### config.mk
export PLATFORM = sky130hd
export DESIGN_NAME = motor_status_snapshot
export DESIGN_NICKNAME = d
export VERILOG_FILES = /design/src/common/snapshot_pkg.sv /design/src/hw/motor_status_snapshot.sv
export SDC_FILE = /design/constraint.sdc
export NUM_CORES = 1
export LEC_CHECK = 0
export BUFFER_PORTS_ARGS = -buffer_cell sky130_fd_sc_hd__buf_2
export CORE_ASPECT_RATIO = 0.8
export CORE_MARGIN = 4
export CORE_UTILIZATION = 56
export DETAILED_ROUTE_END_ITERATION = 6
export GPL_TIMING_DRIVEN = 0
export PLACE_DENSITY = 0.81
export SYNTH_ARGS = -nofsm -noshare
export SYNTH_HDL_FRONTEND = slang
export SYNTH_SLANG_ARGS = --single-unit
### constraint.sdc
create_clock -name pclk -period 9 [get_ports pclk]
set_clock_uncertainty 0.2 [all_clocks]
set_input_delay 0.45 -clock pclk [delete_from_list [all_inputs] [get_ports pclk]]
set_output_delay 0.45 -clock pclk [all_outputs]
set_load 0.02 [all_outputs]
### src/common/snapshot_pkg.sv
// Purpose: Shared constants and carriers for the motor status snapshot
// Assumes: 32-bit APB register words, byte addresses
// Notes:   Flag masks are bit positions inside the 32-bit flags word
package snapshot_pkg;

  // Register byte offsets
  localparam logic [7:0] CTRL_OFS       = 8'h00;
  localparam logic [7:0] CONFIG_OFS     = 8'h04;
  localparam logic [7:0] SUPPLY_V_OFS   = 8'h08;
  localparam logic [7:0] SUPPLY_I_OFS   = 8'h0c;
  localparam logic [7:0] HOST_V_OFS     = 8'h10;
  localparam logic [7:0] HOST_I_OFS     = 8'h14;
  localparam logic [7:0] TEMP_MAX_OFS   = 8'h18;
  localparam logic [7:0] TRACK_LIM_OFS  = 8'h1c;
  localparam logic [7:0] VALUE_LIM_OFS  = 8'h20;
  localparam logic [7:0] SNAP_STATE_OFS = 8'h40;
  localparam logic [7:0] SNAP_STEP_OFS  = 8'h44;
  localparam logic [7:0] SNAP_USTEP_OFS = 8'h48;
  localparam logic [7:0] SNAP_ENCLO_OFS = 8'h4c;
  localparam logic [7:0] SNAP_ENCHI_OFS = 8'h50;
  localparam logic [7:0] SNAP_SPEED_OFS = 8'h54;
  localparam logic [7:0] SNAP_FRAC_OFS  = 8'h58;
  localparam logic [7:0] SNAP_MCUR_OFS  = 8'h5c;
  localparam logic [7:0] SNAP_SVOLT_OFS = 8'h60;
  localparam logic [7:0] SNAP_HCUR_OFS  = 8'h64;
  localparam logic [7:0] SNAP_HVOLT_OFS = 8'h68;
  localparam logic [7:0] SNAP_TEMP_OFS  = 8'h6c;
  localparam logic [7:0] SNAP_FLAGS_OFS = 8'h70;

  // Control and config register bits
  localparam int CTRL_QUERY_BIT = 0;
  localparam int CTRL_VALID_BIT = 1;
  localparam int CFG_PRIO_BIT   = 0;

  // Reset values of the limit registers
  localparam logic [31:0] SUPPLY_V_RST  = 32'h0fa0_03e8;
  localparam logic [31:0] SUPPLY_I_RST  = 32'h0000_0bb8;
  localparam logic [31:0] HOST_V_RST    = 32'h0226_01c2;
  localparam logic [31:0] HOST_I_RST    = 32'h0000_01f4;
  localparam logic [31:0] TEMP_MAX_RST  = 32'h0000_02ee;
  localparam logic [31:0] TRACK_LIM_RST = 32'h0000_0100;
  localparam logic [31:0] VALUE_LIM_RST = 32'h7fff_8000;

  // Encoder condition codes
  localparam logic [7:0] ENCODER_MISSING_CODE       = 8'h00;
  localparam logic [7:0] ENCODER_INDETERMINATE_CODE = 8'h01;
  localparam logic [7:0] ENCODER_FAULTY_CODE        = 8'h02;
  localparam logic [7:0] ENCODER_REVERSED_CODE      = 8'h03;
  localparam logic [7:0] ENCODER_HEALTHY_CODE       = 8'h04;

  // Winding nibble codes, same for both coils
  localparam logic [3:0] COIL_OPEN    = 4'h0;
  localparam logic [3:0] COIL_UNKNOWN = 4'h1;
  localparam logic [3:0] COIL_SHORTED = 4'h2;
  localparam logic [3:0] COIL_HEALTHY = 4'h3;

  // Flags word
  localparam logic [31:0] CONTROLLER_STATE_GROUP  = 32'h0000_003f;
  localparam logic [31:0] UNKNOWN_COMMAND_FLAG    = 32'h0000_0001;
  localparam logic [31:0] CHECKSUM_MISMATCH_FLAG  = 32'h0000_0002;
  localparam logic [31:0] VALUE_CLAMPED_FLAG      = 32'h0000_0004;
  localparam logic [31:0] MEMORY_ATTACHED_FLAG    = 32'h0000_0010;
  localparam logic [31:0] CALIBRATED_FLAG         = 32'h0000_0020;
  localparam logic [31:0] PROTECTION_GROUP        = 32'h01b3_ffc0;
  localparam logic [31:0] ALARM_FLAG              = 32'h0000_0040;
  localparam logic [31:0] POSITION_TRACKING_ERROR = 32'h0000_0080;
  localparam logic [31:0] DRIVER_OVERHEAT_FLAG    = 32'h0000_0100;
  localparam logic [31:0] CONTROLLER_HOT_FLAG     = 32'h0000_0200;
  localparam logic [31:0] SUPPLY_OVERVOLTAGE      = 32'h0000_0400;
  localparam logic [31:0] SUPPLY_OVERCURRENT      = 32'h0000_0800;
  localparam logic [31:0] HOST_PORT_OVERVOLTAGE   = 32'h0000_1000;
  localparam logic [31:0] HOST_PORT_UNDERVOLTAGE  = 32'h0000_2000;
  localparam logic [31:0] HOST_PORT_OVERCURRENT   = 32'h0000_4000;
  localparam logic [31:0] LIMIT_ORIENTATION_FAULT = 32'h0000_8000;
  localparam logic [31:0] SUPPLY_UNDERVOLTAGE     = 32'h0001_0000;

  // Raw condition of encoder and coils
  typedef struct packed {
    logic encoder_present;
    logic encoder_fault;
    logic encoder_unknown;
    logic encoder_reversed;
    logic coil_a_open;
    logic coil_a_short;
    logic coil_a_unknown;
    logic coil_b_open;
    logic coil_b_short;
    logic coil_b_unknown;
  } sensor_t;

  // Motion state
  typedef struct packed {
    logic signed [31:0] step_position;
    logic signed [15:0] microstep_position;
    logic signed [63:0] encoder_count;
    logic signed [31:0] shaft_speed;
    logic signed [15:0] shaft_speed_fraction;
  } motion_t;

  // Telemetry, mA, 10 mV and 0.1 degC units
  typedef struct packed {
    logic signed [15:0] motor_current;
    logic signed [15:0] supply_voltage;
    logic signed [15:0] host_current;
    logic signed [15:0] host_voltage;
    logic signed [15:0] temperature_decidegree;
  } telemetry_t;

  // One decoded command from the link
  typedef struct packed {
    logic               valid;
    logic               known;
    logic               checksum_ok;
    logic               is_stop;
    logic signed [15:0] value;
  } command_t;

  // Captured snapshot
  typedef struct packed {
    logic [7:0]  encoder_condition;
    logic [7:0]  winding_condition;
    motion_t     motion;
    telemetry_t  telemetry;
    logic [31:0] flags;
  } snapshot_t;

endpackage

### src/hw/motor_status_snapshot.sv
// Purpose: Status snapshot and flags of a motor controller, APB slave
// Assumes: All inputs synchronous to pclk; zero-wait decode, one wait
// Notes:   Error flags are sticky until the next snapshot capture
//
// Summary of operation
// RULE1 - Encoder reversed reads 0x3, healthy encoder reads 0x4.
// RULE2 - Encoder missing reads 0x0, indeterminate 0x1, faulty 0x2.
// RULE3 - Coil A condition sits in low nibble: open, unknown, short, ok.
// RULE4 - Coil B condition sits in high nibble, same codes shifted.
// RULE5 - Signed microstep position is reported, meaningful for steppers.
// RULE6 - Speed in whole steps plus signed microstep fraction for steppers.
// RULE7 - Currents in mA, voltages 10 mV, temperature 0.1 degC, signed.
// RULE8 - Unknown command code sets flag bit 0x1.
// RULE9 - Checksum mismatch sets flag 0x2 and the payload is dropped.
// RULE10 - Out-of-range value is clamped, applied, and flag 0x4 set.
// RULE11 - Flag 0x10 while memory attached; profile load needs priority.
// RULE12 - Calibrated flag 0x20 set on homing, cleared on lost calibration.
// RULE13 - Alarm 0x40 ignores most commands; only a stop clears it.
// RULE14 - Stepper tracking error over the limit sets flag 0x80.
// RULE15 - Driver overheat sets 0x100 and disables motor until cooled; here the disable lasts until a stop clears the alarm.
// RULE16 - Controller hot 0x200, supply overvoltage 0x400, overcurrent 0x800.
// RULE17 - Host port overvoltage 0x1000, undervoltage 0x2000, current 0x4000.
// RULE18 - Stuck at the wrong limit sets flag 0x8000.
// RULE19 - Supply below low-voltage threshold sets flag 0x10000.
// RULE20 - A query returns one snapshot with motion and all flags.
// RULE21 - All snapshot fields are captured in one clock cycle.
`timescale 1ns/1ps
module motor_status_snapshot
  import snapshot_pkg::*;
(
  input  wire logic               pclk,
  input  wire logic               presetn,
  input  wire logic               psel,
  input  wire logic               penable,
  input  wire logic               pwrite,
  input  wire logic [7:0]         paddr,
  input  wire logic [31:0]        pwdata,
  output logic                    pready,
  output logic [31:0]             prdata,
  output logic                    pslverr,
  input  wire sensor_t            sensor,
  input  wire motion_t            motion,
  input  wire telemetry_t         telemetry,
  input  wire command_t           command,
  input  wire logic               stepper_mode,
  input  wire logic               memory_attached,
  input  wire logic               homing_done,
  input  wire logic               calibration_lost,
  input  wire logic               driver_hot,
  input  wire logic               wrong_limit_stuck,
  output logic                    command_accept,
  output logic signed [15:0]      applied_value,
  output logic                    motor_disable,
  output logic                    profile_load_enable
);

  logic        pready_reg, pslverr_reg;
  logic [31:0] prdata_reg;
  logic        query_reg, valid_reg;
  logic [31:0] config_reg;
  logic [31:0] supply_v_reg, supply_i_reg;
  logic [31:0] host_v_reg, host_i_reg;
  logic [31:0] temp_max_reg, track_lim_reg, value_lim_reg;
  logic [2:0]  error_reg;
  logic        calibrated_reg, alarm_reg;
  logic [31:0] flags_reg, flags_next;
  snapshot_t   snap_reg;
  logic        accept_reg;
  logic signed [15:0] applied_reg;
  logic        disable_reg, profile_reg;
  logic [7:0]  encoder_condition, winding_condition;
  logic        bus_write, bus_hit;
  logic [31:0] read_next;
  logic        cmd_good, cmd_stop, cmd_low, cmd_high;

  // Absolute distance of two signed words
  function automatic logic [31:0] distance(input logic signed [31:0] a,
                                           input logic signed [31:0] b);
    logic signed [32:0] d;
    d = 33'(a) - 33'(b);
    return d[32] ? 32'(-d) : d[31:0];
  endfunction

  // Coil nibble from raw coil condition
  function automatic logic [3:0] coil_code(input logic open,
                                           input logic short,
                                           input logic unknown);
    return open ? COIL_OPEN : short ? COIL_SHORTED :
           unknown ? COIL_UNKNOWN : COIL_HEALTHY;
  endfunction

  // RULE1 RULE2 encoder code
  always_comb begin
    if (!sensor.encoder_present) encoder_condition = ENCODER_MISSING_CODE;
    else if (sensor.encoder_fault)     encoder_condition = ENCODER_FAULTY_CODE;
    else if (sensor.encoder_unknown) begin
      encoder_condition = ENCODER_INDETERMINATE_CODE;
    end else if (sensor.encoder_reversed) begin
      encoder_condition = ENCODER_REVERSED_CODE;
    end else encoder_condition = ENCODER_HEALTHY_CODE;
  end

  // RULE3 RULE4 coil nibbles
  assign winding_condition = {
    coil_code(sensor.coil_b_open, sensor.coil_b_short, sensor.coil_b_unknown),
    coil_code(sensor.coil_a_open, sensor.coil_a_short, sensor.coil_a_unknown)};

  // APB decode
  assign bus_write = psel && penable && pready_reg && pwrite;
  assign bus_hit   = (paddr <= VALUE_LIM_OFS) ||
                     (paddr >= SNAP_STATE_OFS && paddr <= SNAP_FLAGS_OFS);

  // Read mux over the register map
  always_comb begin
    read_next = 32'h0000_0000;
    case (paddr)
      CTRL_OFS:       read_next = {30'h0, valid_reg, query_reg};
      CONFIG_OFS:     read_next = config_reg;
      SUPPLY_V_OFS:   read_next = supply_v_reg;
      SUPPLY_I_OFS:   read_next = supply_i_reg;
      HOST_V_OFS:     read_next = host_v_reg;
      HOST_I_OFS:     read_next = host_i_reg;
      TEMP_MAX_OFS:   read_next = temp_max_reg;
      TRACK_LIM_OFS:  read_next = track_lim_reg;
      VALUE_LIM_OFS:  read_next = value_lim_reg;
      SNAP_STATE_OFS: read_next = {16'h0, snap_reg.winding_condition,
                                   snap_reg.encoder_condition};
      SNAP_STEP_OFS:  read_next = snap_reg.motion.step_position;
      SNAP_USTEP_OFS: read_next = 32'(snap_reg.motion.microstep_position);
      SNAP_ENCLO_OFS: read_next = snap_reg.motion.encoder_count[31:0];
      SNAP_ENCHI_OFS: read_next = snap_reg.motion.encoder_count[63:32];
      SNAP_SPEED_OFS: read_next = snap_reg.motion.shaft_speed;
      SNAP_FRAC_OFS:  read_next = 32'(snap_reg.motion.shaft_speed_fraction);
      SNAP_MCUR_OFS:  read_next = 32'(snap_reg.telemetry.motor_current);
      SNAP_SVOLT_OFS: read_next = 32'(snap_reg.telemetry.supply_voltage);
      SNAP_HCUR_OFS:  read_next = 32'(snap_reg.telemetry.host_current);
      SNAP_HVOLT_OFS: read_next = 32'(snap_reg.telemetry.host_voltage);
      SNAP_TEMP_OFS:  read_next =
                        32'(snap_reg.telemetry.temperature_decidegree);
      SNAP_FLAGS_OFS: read_next = snap_reg.flags;
      default:        read_next = 32'h0000_0000;
    endcase
  end

  // APB answer, one wait state in the access phase
  always_ff @(posedge pclk or negedge presetn) begin
    if (!presetn) begin
      pready_reg  <= 1'b0;
      prdata_reg  <= 32'h0000_0000;
      pslverr_reg <= 1'b0;
    end else begin
      pready_reg  <= psel && penable && !pready_reg;
      prdata_reg  <= (psel && penable && !pwrite) ? read_next : 32'h0000_0000;
      pslverr_reg <= psel && penable && !pready_reg && !bus_hit;
    end
  end

  // Software limit and configuration registers
  always_ff @(posedge pclk or negedge presetn) begin
    if (!presetn) begin
      config_reg    <= 32'h0000_0000;
      supply_v_reg  <= SUPPLY_V_RST;
      supply_i_reg  <= SUPPLY_I_RST;
      host_v_reg    <= HOST_V_RST;
      host_i_reg    <= HOST_I_RST;
      temp_max_reg  <= TEMP_MAX_RST;
      track_lim_reg <= TRACK_LIM_RST;
      value_lim_reg <= VALUE_LIM_RST;
    end else if (bus_write) begin
      case (paddr)
        CONFIG_OFS:    config_reg    <= pwdata;
        SUPPLY_V_OFS:  supply_v_reg  <= pwdata;
        SUPPLY_I_OFS:  supply_i_reg  <= pwdata;
        HOST_V_OFS:    host_v_reg    <= pwdata;
        HOST_I_OFS:    host_i_reg    <= pwdata;
        TEMP_MAX_OFS:  temp_max_reg  <= pwdata;
        TRACK_LIM_OFS: track_lim_reg <= pwdata;
        VALUE_LIM_OFS: value_lim_reg <= pwdata;
        default:       config_reg    <= config_reg;
      endcase
    end
  end

  // Query strobe, self-clearing; valid sticks after first capture
  always_ff @(posedge pclk or negedge presetn) begin
    if (!presetn) begin
      query_reg <= 1'b0;
      valid_reg <= 1'b0;
    end else begin
      query_reg <= bus_write && paddr == CTRL_OFS && pwdata[CTRL_QUERY_BIT];
      if (query_reg) valid_reg <= 1'b1;
    end
  end

  // Command screening
  assign cmd_good = command.valid && command.known && command.checksum_ok;
  assign cmd_stop = cmd_good && command.is_stop;
  assign cmd_low  = command.value < $signed(value_lim_reg[15:0]);
  assign cmd_high = command.value > $signed(value_lim_reg[31:16]);

  // RULE13 alarm gate, RULE9 drop bad payload, RULE10 clamp
  always_ff @(posedge pclk or negedge presetn) begin
    if (!presetn) begin
      accept_reg  <= 1'b0;
      applied_reg <= 16'sh0000;
    end else begin
      accept_reg <= cmd_good && (!alarm_reg || command.is_stop);
      if (cmd_good && (!alarm_reg || command.is_stop)) begin
        applied_reg <= cmd_high ? $signed(value_lim_reg[31:16]) :
                       cmd_low  ? $signed(value_lim_reg[15:0]) :
                                  command.value;
      end
    end
  end

  // RULE8 RULE9 RULE10 sticky errors, set wins over capture clear
  always_ff @(posedge pclk or negedge presetn) begin
    if (!presetn) begin
      error_reg <= 3'h0;
    end else begin
      error_reg <= (query_reg ? 3'h0 : error_reg) |
                   {cmd_good && (cmd_low || cmd_high),
                    command.valid && command.known && !command.checksum_ok,
                    command.valid && !command.known};
    end
  end

  // RULE12 calibration state, homing wins over loss
  always_ff @(posedge pclk or negedge presetn) begin
    if (!presetn) calibrated_reg <= 1'b0;
    else if (homing_done) calibrated_reg <= 1'b1;
    else if (calibration_lost) calibrated_reg <= 1'b0;
  end

  // Live flags word
  always_comb begin
    flags_next = 32'h0000_0000;
    // RULE8 RULE9 RULE10 error bits
    flags_next[2:0] = error_reg;
    // RULE11 memory presence
    if (memory_attached) flags_next |= MEMORY_ATTACHED_FLAG;
    if (calibrated_reg)  flags_next |= CALIBRATED_FLAG;
    if (alarm_reg)       flags_next |= ALARM_FLAG;
    // RULE14 tracking error, steppers only
    if (stepper_mode && distance(motion.encoder_count[31:0],
                                 motion.step_position) > track_lim_reg)
      flags_next |= POSITION_TRACKING_ERROR;
    // RULE15 driver overheat
    if (driver_hot) flags_next |= DRIVER_OVERHEAT_FLAG;
    // RULE16 controller and supply limits
    if (telemetry.temperature_decidegree > $signed(temp_max_reg[15:0]))
      flags_next |= CONTROLLER_HOT_FLAG;
    if (telemetry.supply_voltage > $signed(supply_v_reg[31:16]))
      flags_next |= SUPPLY_OVERVOLTAGE;
    if (telemetry.motor_current > $signed(supply_i_reg[15:0]))
      flags_next |= SUPPLY_OVERCURRENT;
    // RULE17 host port limits
    if (telemetry.host_voltage > $signed(host_v_reg[31:16]))
      flags_next |= HOST_PORT_OVERVOLTAGE;
    if (telemetry.host_voltage < $signed(host_v_reg[15:0]))
      flags_next |= HOST_PORT_UNDERVOLTAGE;
    if (telemetry.host_current > $signed(host_i_reg[15:0]))
      flags_next |= HOST_PORT_OVERCURRENT;
    // RULE18 wrong limit
    if (wrong_limit_stuck) flags_next |= LIMIT_ORIENTATION_FAULT;
    // RULE19 low supply voltage
    if (telemetry.supply_voltage < $signed(supply_v_reg[15:0]))
      flags_next |= SUPPLY_UNDERVOLTAGE;
  end

  // RULE13 alarm latch, a new hazard wins over the stop
  always_ff @(posedge pclk or negedge presetn) begin
    if (!presetn) alarm_reg <= 1'b0;
    else if (|(flags_next & PROTECTION_GROUP & ~ALARM_FLAG)) alarm_reg <= 1'b1;
    else if (cmd_stop) alarm_reg <= 1'b0;
  end

  // Flags word and motor side outputs
  always_ff @(posedge pclk or negedge presetn) begin
    if (!presetn) begin
      flags_reg   <= 32'h0000_0000;
      disable_reg <= 1'b0;
      profile_reg <= 1'b0;
    end else begin
      flags_reg   <= flags_next;
      // RULE15 hold the motor off while hot
      disable_reg <= driver_hot || alarm_reg;
      // RULE11 profile load needs priority
      profile_reg <= memory_attached && config_reg[CFG_PRIO_BIT];
    end
  end

  // RULE20 RULE21 one-cycle capture of every field
  always_ff @(posedge pclk or negedge presetn) begin
    if (!presetn) begin
      snap_reg <= '0;
    end else if (query_reg) begin
      snap_reg.encoder_condition <= encoder_condition;
      snap_reg.winding_condition <= winding_condition;
      // RULE5 RULE6 motion fields
      snap_reg.motion            <= motion;
      // RULE7 telemetry fields
      snap_reg.telemetry         <= telemetry;
      snap_reg.flags             <= flags_next;
    end
  end

  assign pready              = pready_reg;
  assign prdata              = prdata_reg;
  assign pslverr             = pslverr_reg;
  assign command_accept      = accept_reg;
  assign applied_value       = applied_reg;
  assign motor_disable       = disable_reg;
  assign profile_load_enable = profile_reg;
endmodule

# Word-level counts from Yosys, hierarchy flattened
# Index checks and enable logic that the tools add are counted.
# classes
addsub	2
order_cmp	13
n_eq_ne	21
mux	33
bitwise_logic	1
n_reduce_logical	40
# op_table
cell	n
$pmux 32 s22	1
$eq 8x7->1 const B	13
$gt 16x16->1	6
$mux 32	2
$lt 16x16->1	3
$mux 16	3
$sub 32x32->33	1
$eq 8x5->1 const B	4
$gt 32x32->1	1
$mux 8	4
$neg 32->32	1
$logic_and 1x1->1	18
$mux 17	1
$eq 8x4->1 const B	2
$reduce_and 2->1	8
$mux 15	1
$reduce_or 15->1	1
$mux 14	1
$mux 13	1
$mux 12	1
$mux 2	6
$mux 11	1
$mux 10	1
$mux 9	1
other kinds (15)	28
# totals
regBits	604
in_bits	321
output_inout_bits	53
word_cells	143

# Longest topological paths before layout
# depth
depth_word	17
ltp_mapped	25
mapped_depth_nobuf	24

# Worst setup path before layout
# OpenSTA, ideal clock, no wires.
# synth_path
path_type	input port to flip-flop
startpoint	input port motion[48] (netlist bit)
endpoint	register snap_reg[7] (netlist bit)
setup_ns	0.125
arrival_ns	4.971
t_required_ns	8.675
slack_ns	3.704
path_stages	25
n_path_buf	1
path_cell_list	inv_1 -> ha_1 -> fa_1 -> nand2b_1 -> a211oi_2 -> o211ai_1 -> nand4b_1 -> nand4_1 -> a31oi_1 -> o21ai_0 -> a31oi_1 -> clkbuf_1 -> nor2_1 -> a21oi_1 -> ha_1 -> nor2b_1 -> o21a_1 -> o21a_1 -> o21a_1 -> o21a_1 -> o21ai_0 -> a21oi_1 -> o21a_1 -> o31a_1 -> mux2_2
# synth_via
elab_chain_len	15
# synth_rtl
item	line_no	rtl
from (decl)	motor_status_snapshot.sv:42	input wire motion_t motion,
$sub 32x32->33 (*)	motor_status_snapshot.sv:80	d = 33'(a) - 33'(b);
$neg 32->32	motor_status_snapshot.sv:81	return d[32] ? 32'(-d) : d[31:0];
$mux 32 (*)	motor_status_snapshot.sv:81	
$gt 32x32->1 (*)	motor_status_snapshot.sv:246	motion.step_position) > track_lim_reg)
$logic_and 1x1->1 (*)	motor_status_snapshot.sv:245	if (stepper_mode && distance(motion.encoder_count[31:0],
$mux 8 (*)	motor_status_snapshot.sv:245	
$mux 9 (*)	motor_status_snapshot.sv:249	if (driver_hot) flags_next |= DRIVER_OVERHEAT_FLAG;
$mux 10 (*)	motor_status_snapshot.sv:251	if (telemetry.temperature_decidegree > $signed(temp_max_reg[15:0]))
$mux 11 (*)	motor_status_snapshot.sv:253	if (telemetry.supply_voltage > $signed(supply_v_reg[31:16]))
$mux 12 (*)	motor_status_snapshot.sv:255	if (telemetry.motor_current > $signed(supply_i_reg[15:0]))
$mux 13 (*)	motor_status_snapshot.sv:258	if (telemetry.host_voltage > $signed(host_v_reg[31:16]))
$mux 14 (*)	motor_status_snapshot.sv:260	if (telemetry.host_voltage < $signed(host_v_reg[15:0]))
$mux 15 (*)	motor_status_snapshot.sv:262	if (telemetry.host_current > $signed(host_i_reg[15:0]))
$mux 16 (*)	motor_status_snapshot.sv:265	if (wrong_limit_stuck) flags_next |= LIMIT_ORIENTATION_FAULT;
$mux 17 (*)	motor_status_snapshot.sv:267	if (telemetry.supply_voltage < $signed(supply_v_reg[15:0]))
to (decl)	motor_status_snapshot.sv:67	snapshot_t snap_reg;
# Every way passes the cells marked *; elsewhere a longest branch is shown, timed or not.
# A chain may end at the register's enable or synchronous reset.

# Final worst setup path
# Ends and elaborated chain as after synthesis.

==> results.sh <==
export IMPL_outcome="finished, violations left"
export IMPL_violated_checks="DRC, capacitance limit, slew limit"
export IMPL_cellLeakagePower_nw=18.6
export IMPL_crit_path_end_kind="flop"
export IMPL_path_common_cell="sky130_fd_sc_hd__a31oi_1"
export IMPL_yosysTopAreaCellShare_pct=41.3
export IMPL_timing_critical_path_required_ps=9320
export IMPL_cts_repair_resized=0
export IMPL_ir_worst_vdd_v=0.000155
export IMPL_crit_buf_inv=4
export IMPL_synth_seq_area_share_pct=46.1
export IMPL_floorplan_die_area_um2=60300
export IMPL_cts_sinks=579
export IMPL_timing_max_slew_rel_slack_pct=-7.57
export IMPL_drt_initial_drc_count=3970
export IMPL_layout_commonest_cell="sky130_fd_sc_hd__dfrtp_1"
export IMPL_floorplan_die_height_um=220
export IMPL_yosys_register_bits=579
export IMPL_critical_path_max_stage_delay_ps=1050
export IMPL_instances_no_fill=4251
export IMPL_setup_tns_ps=0
export IMPL_via_count_of_the_first_global_routing_pass=28600
export IMPL_synth_edff_count=0
export IMPL_setup_violations_final=0
export IMPL_asyncSetResetFlopFracSynth_pct=100
export IMPL_cap_violations=3
export IMPL_route_detailed_wl_per_inst_um=33.1
export IMPL_ctsLongestPathBuffers=3
export IMPL_start_kind="input pin"
export IMPL_timing_worst_setup_path_type="input pin to flop"
export IMPL_hpwl_um=104000
export IMPL_powerDensity_nw_per_um2=159
export IMPL_placement_rows=77
export IMPL_grt_total_usage_pct=45.8
export IMPL_path_class_of_the_lowest_slack_min_delay_path="input pin to flop"
export IMPL_final_net_count=3976
export IMPL_htree_num_levels=2
export IMPL_detail_route_wirelength_um=141000
export IMPL_syn_nets=3288
export IMPL_place_detailed_instances=3884
export IMPL_tritoncts="done"
export IMPL_post_route_drc_count=3
export IMPL_fillers=3935
export IMPL_critPathMaxFanout=10
export IMPL_max_ffs_per_register=263
export IMPL_timing_final_crit_period_ps=7610
export IMPL_port_buffers=370
export IMPL_routed_via_count=28600
export IMPL_synth_ff_type="sky130_fd_sc_hd__dfrtp_1"
export IMPL_path_cells="dlygate4sd3_1, buf_2, inv_1, ha_1, fa_1, nand2b_1, a211oi_2, o211ai_1, nand4b_1, nand4_1, a31oi_1, o21ai_0, a31oi_1, clkbuf_1, a21oi_1, xnor2_1, ha_1, nand4_1, nor4_1, a31oi_1, o31a_1, mux2_2"
export IMPL_maximum_number_of_pins_on_one_net_before_global_route_repair=130
export IMPL_antenna_violating_nets_post_route=0
export IMPL_antenna_found_initial=9
export IMPL_postSynthAreaPerCell_um2=11.4
export IMPL_yosysWarnings=0
export IMPL_synthToLayoutAreaGrowth_pct=24.0
export IMPL_clkLatencyLatePin_ps=650
export IMPL_postCtsSetupBuffers=0
export IMPL_area_of_the_core_um2=55600
export IMPL_achievable_frequency_mhz=131
export IMPL_io_pins=374
export IMPL_initial_core_util_pct=56.8
export IMPL_rsz0062_at_grt="false"
export IMPL_drv_slew=32
export IMPL_netlist_cell_type_count=81
export IMPL_largest_delay_share_family_worst_path="compound AO/OA/AOI/OAI gates"
export IMPL_synth_top_cells_by_area="sky130_fd_sc_hd__dfrtp_1 (41%), sky130_fd_sc_hd__mux2_2 (18%), sky130_fd_sc_hd__ha_1 (8.2%)"
export IMPL_hold_viol=0
export IMPL_cts_buffers_inserted=58
export IMPL_worst_slew_pin_transition_ps=1610
export IMPL_synth_area_um2=31600
export IMPL_cts_root_buf="sky130_fd_sc_hd__clkbuf_16"
export IMPL_commonest_non_fill_non_tap_cells_in_the_layout="sky130_fd_sc_hd__dfrtp_1 (522), sky130_fd_sc_hd__mux2_2 (517), sky130_fd_sc_hd__buf_2 (378)"
export IMPL_drive_gt1_share_pct=31.2
export IMPL_avgViaCountPerCell=6.74
export IMPL_cts_hold_fix_bufs=254
export IMPL_clkSlewWorstSetupHoldPaths_ps=70
export IMPL_grt_pass1_wl_um=197000
export IMPL_total_iterations_of_the_first_detailed_routing_run=7
export IMPL_overflow=0
export IMPL_cp_arrival_ps=7930
export IMPL_die_width_um=274
export IMPL_area_leader_netlist="sky130_fd_sc_hd__dfrtp_1"
export IMPL_routability_cong=1.06
export IMPL_crit_slowest_cell="sky130_fd_sc_hd__a31oi_1"
export IMPL_final_period_utilization_pct=84.6
export IMPL_post_synth_inst_count=2760
worst paths after layout:
check / startpoint / to / slack [ps] / cells after the start
setup / recovery: motion[48] / snap_reg[7]$_DFFE_PN0P_ / 1390 / 22
hold / removal: command[11] / applied_value[11]$_DFFE_PN0P_ / 7 / 3
setup reg to reg: query_reg$_DFF_PN0_ / snap_reg[280]$_DFFE_PN0P_ / 4940 / 6
hold reg to reg: valid_reg$_DFFE_PN0P_ / valid_reg$_DFFE_PN0P_ / 280 / 1
max in group asynchronous: presetn / snap_reg[155]$_DFFE_PN0P_ / 6540 / 4
min in group asynchronous: presetn / snap_reg[116]$_DFFE_PN0P_ / 290 / 2
worst min-delay path: stages:
cell                       delay (ps)
sky130_fd_sc_hd__buf_2            110
sky130_fd_sc_hd__mux2i_1           70
sky130_fd_sc_hd__o221ai_1         160
cell usage after synthesis (50+ instances only):
cell                       count
sky130_fd_sc_hd__dfrtp_1     522
sky130_fd_sc_hd__mux2_2      517
sky130_fd_sc_hd__inv_1       236
sky130_fd_sc_hd__ha_1        206
sky130_fd_sc_hd__nor2_1      108
sky130_fd_sc_hd__a22oi_1     101
sky130_fd_sc_hd__a21oi_1      97
sky130_fd_sc_hd__clkbuf_1     90
sky130_fd_sc_hd__nand2_1      89
sky130_fd_sc_hd__a221oi_1     77
sky130_fd_sc_hd__a22o_1       73
sky130_fd_sc_hd__dfstp_2      57
sky130_fd_sc_hd__nand4_1      56
sky130_fd_sc_hd__a21o_1       51
sky130_fd_sc_hd__o21ai_0      50
through the flow:
| stage | utilization, % | power, mW | setup WS [ps] | hold WS, ps | area [um^2] |
|---|---|---|---|---|---|
| floorplan | - | 3.09 | 3700 | -45.6 | 31600 |
| global placement | 61.9 | 3.39 | -4330 | 253 | 34400 |
| detailed placement | 62.1 | 3.43 | 1760 | 265 | 34500 |
| CTS | 70.5 | 6.19 | 1850 | 1.12 | 39200 |
| global route | 70.5 | 6.40 | 1020 | 16.9 | 39200 |
| finish | 70.5 | 6.24 | 1390 | 7.25 | 39200 |
layer usage:
| metal | wire length (um) | global-route usage [%] | vias up |
|---|---|---|---|
| li1 | - | - | 11600 |
| met1 | 53600 | 59.6 | 14300 |
| met2 | 59400 | 68.3 | 2186 |
| met3 | 17000 | 13.4 | 578 |
| met4 | 10800 | 27.6 | 8 |
| met5 | 58 | 0 | - |
final cells by class:
cell class	instances	area [um^2]	area share [%]
buffer	127	490	1.25
clock buffer	75	1670	4.25
sequential	579	14600	37.2
inverter	237	890	2.27
clock inverter	35	453	1.16
tap	750	938	2.40
timing repair buffer	628	4510	11.5
multi-input combinational	1817	15700	40.0
antenna	3	7.51	0.0192
report_power, final:
part	switching [mW]	internal [mW]
Combinational	0.516	0.364
Clock	1.16	1.57
Sequential	0.0115	2.62
kinds of logic (layout without fill, tap and decap cells):
group | Yosys count | count (layout) | synth area share, %
AOI/OAI and AO/OA | 595 | 595 | 13.8
DFF | 579 | 579 | 46.1
muxes | 538 | 538 | 19.1
and+or+nand+nor | 424 | 424 | 6.98
buffers and inverters | 364 | 1102 | 4.36
adders and majority gates | 208 | 208 | 8.25
xor gates and xnor gates | 52 | 52 | 1.44
other | 0 | 3 | 0
(Power assumes the default switching activity.)
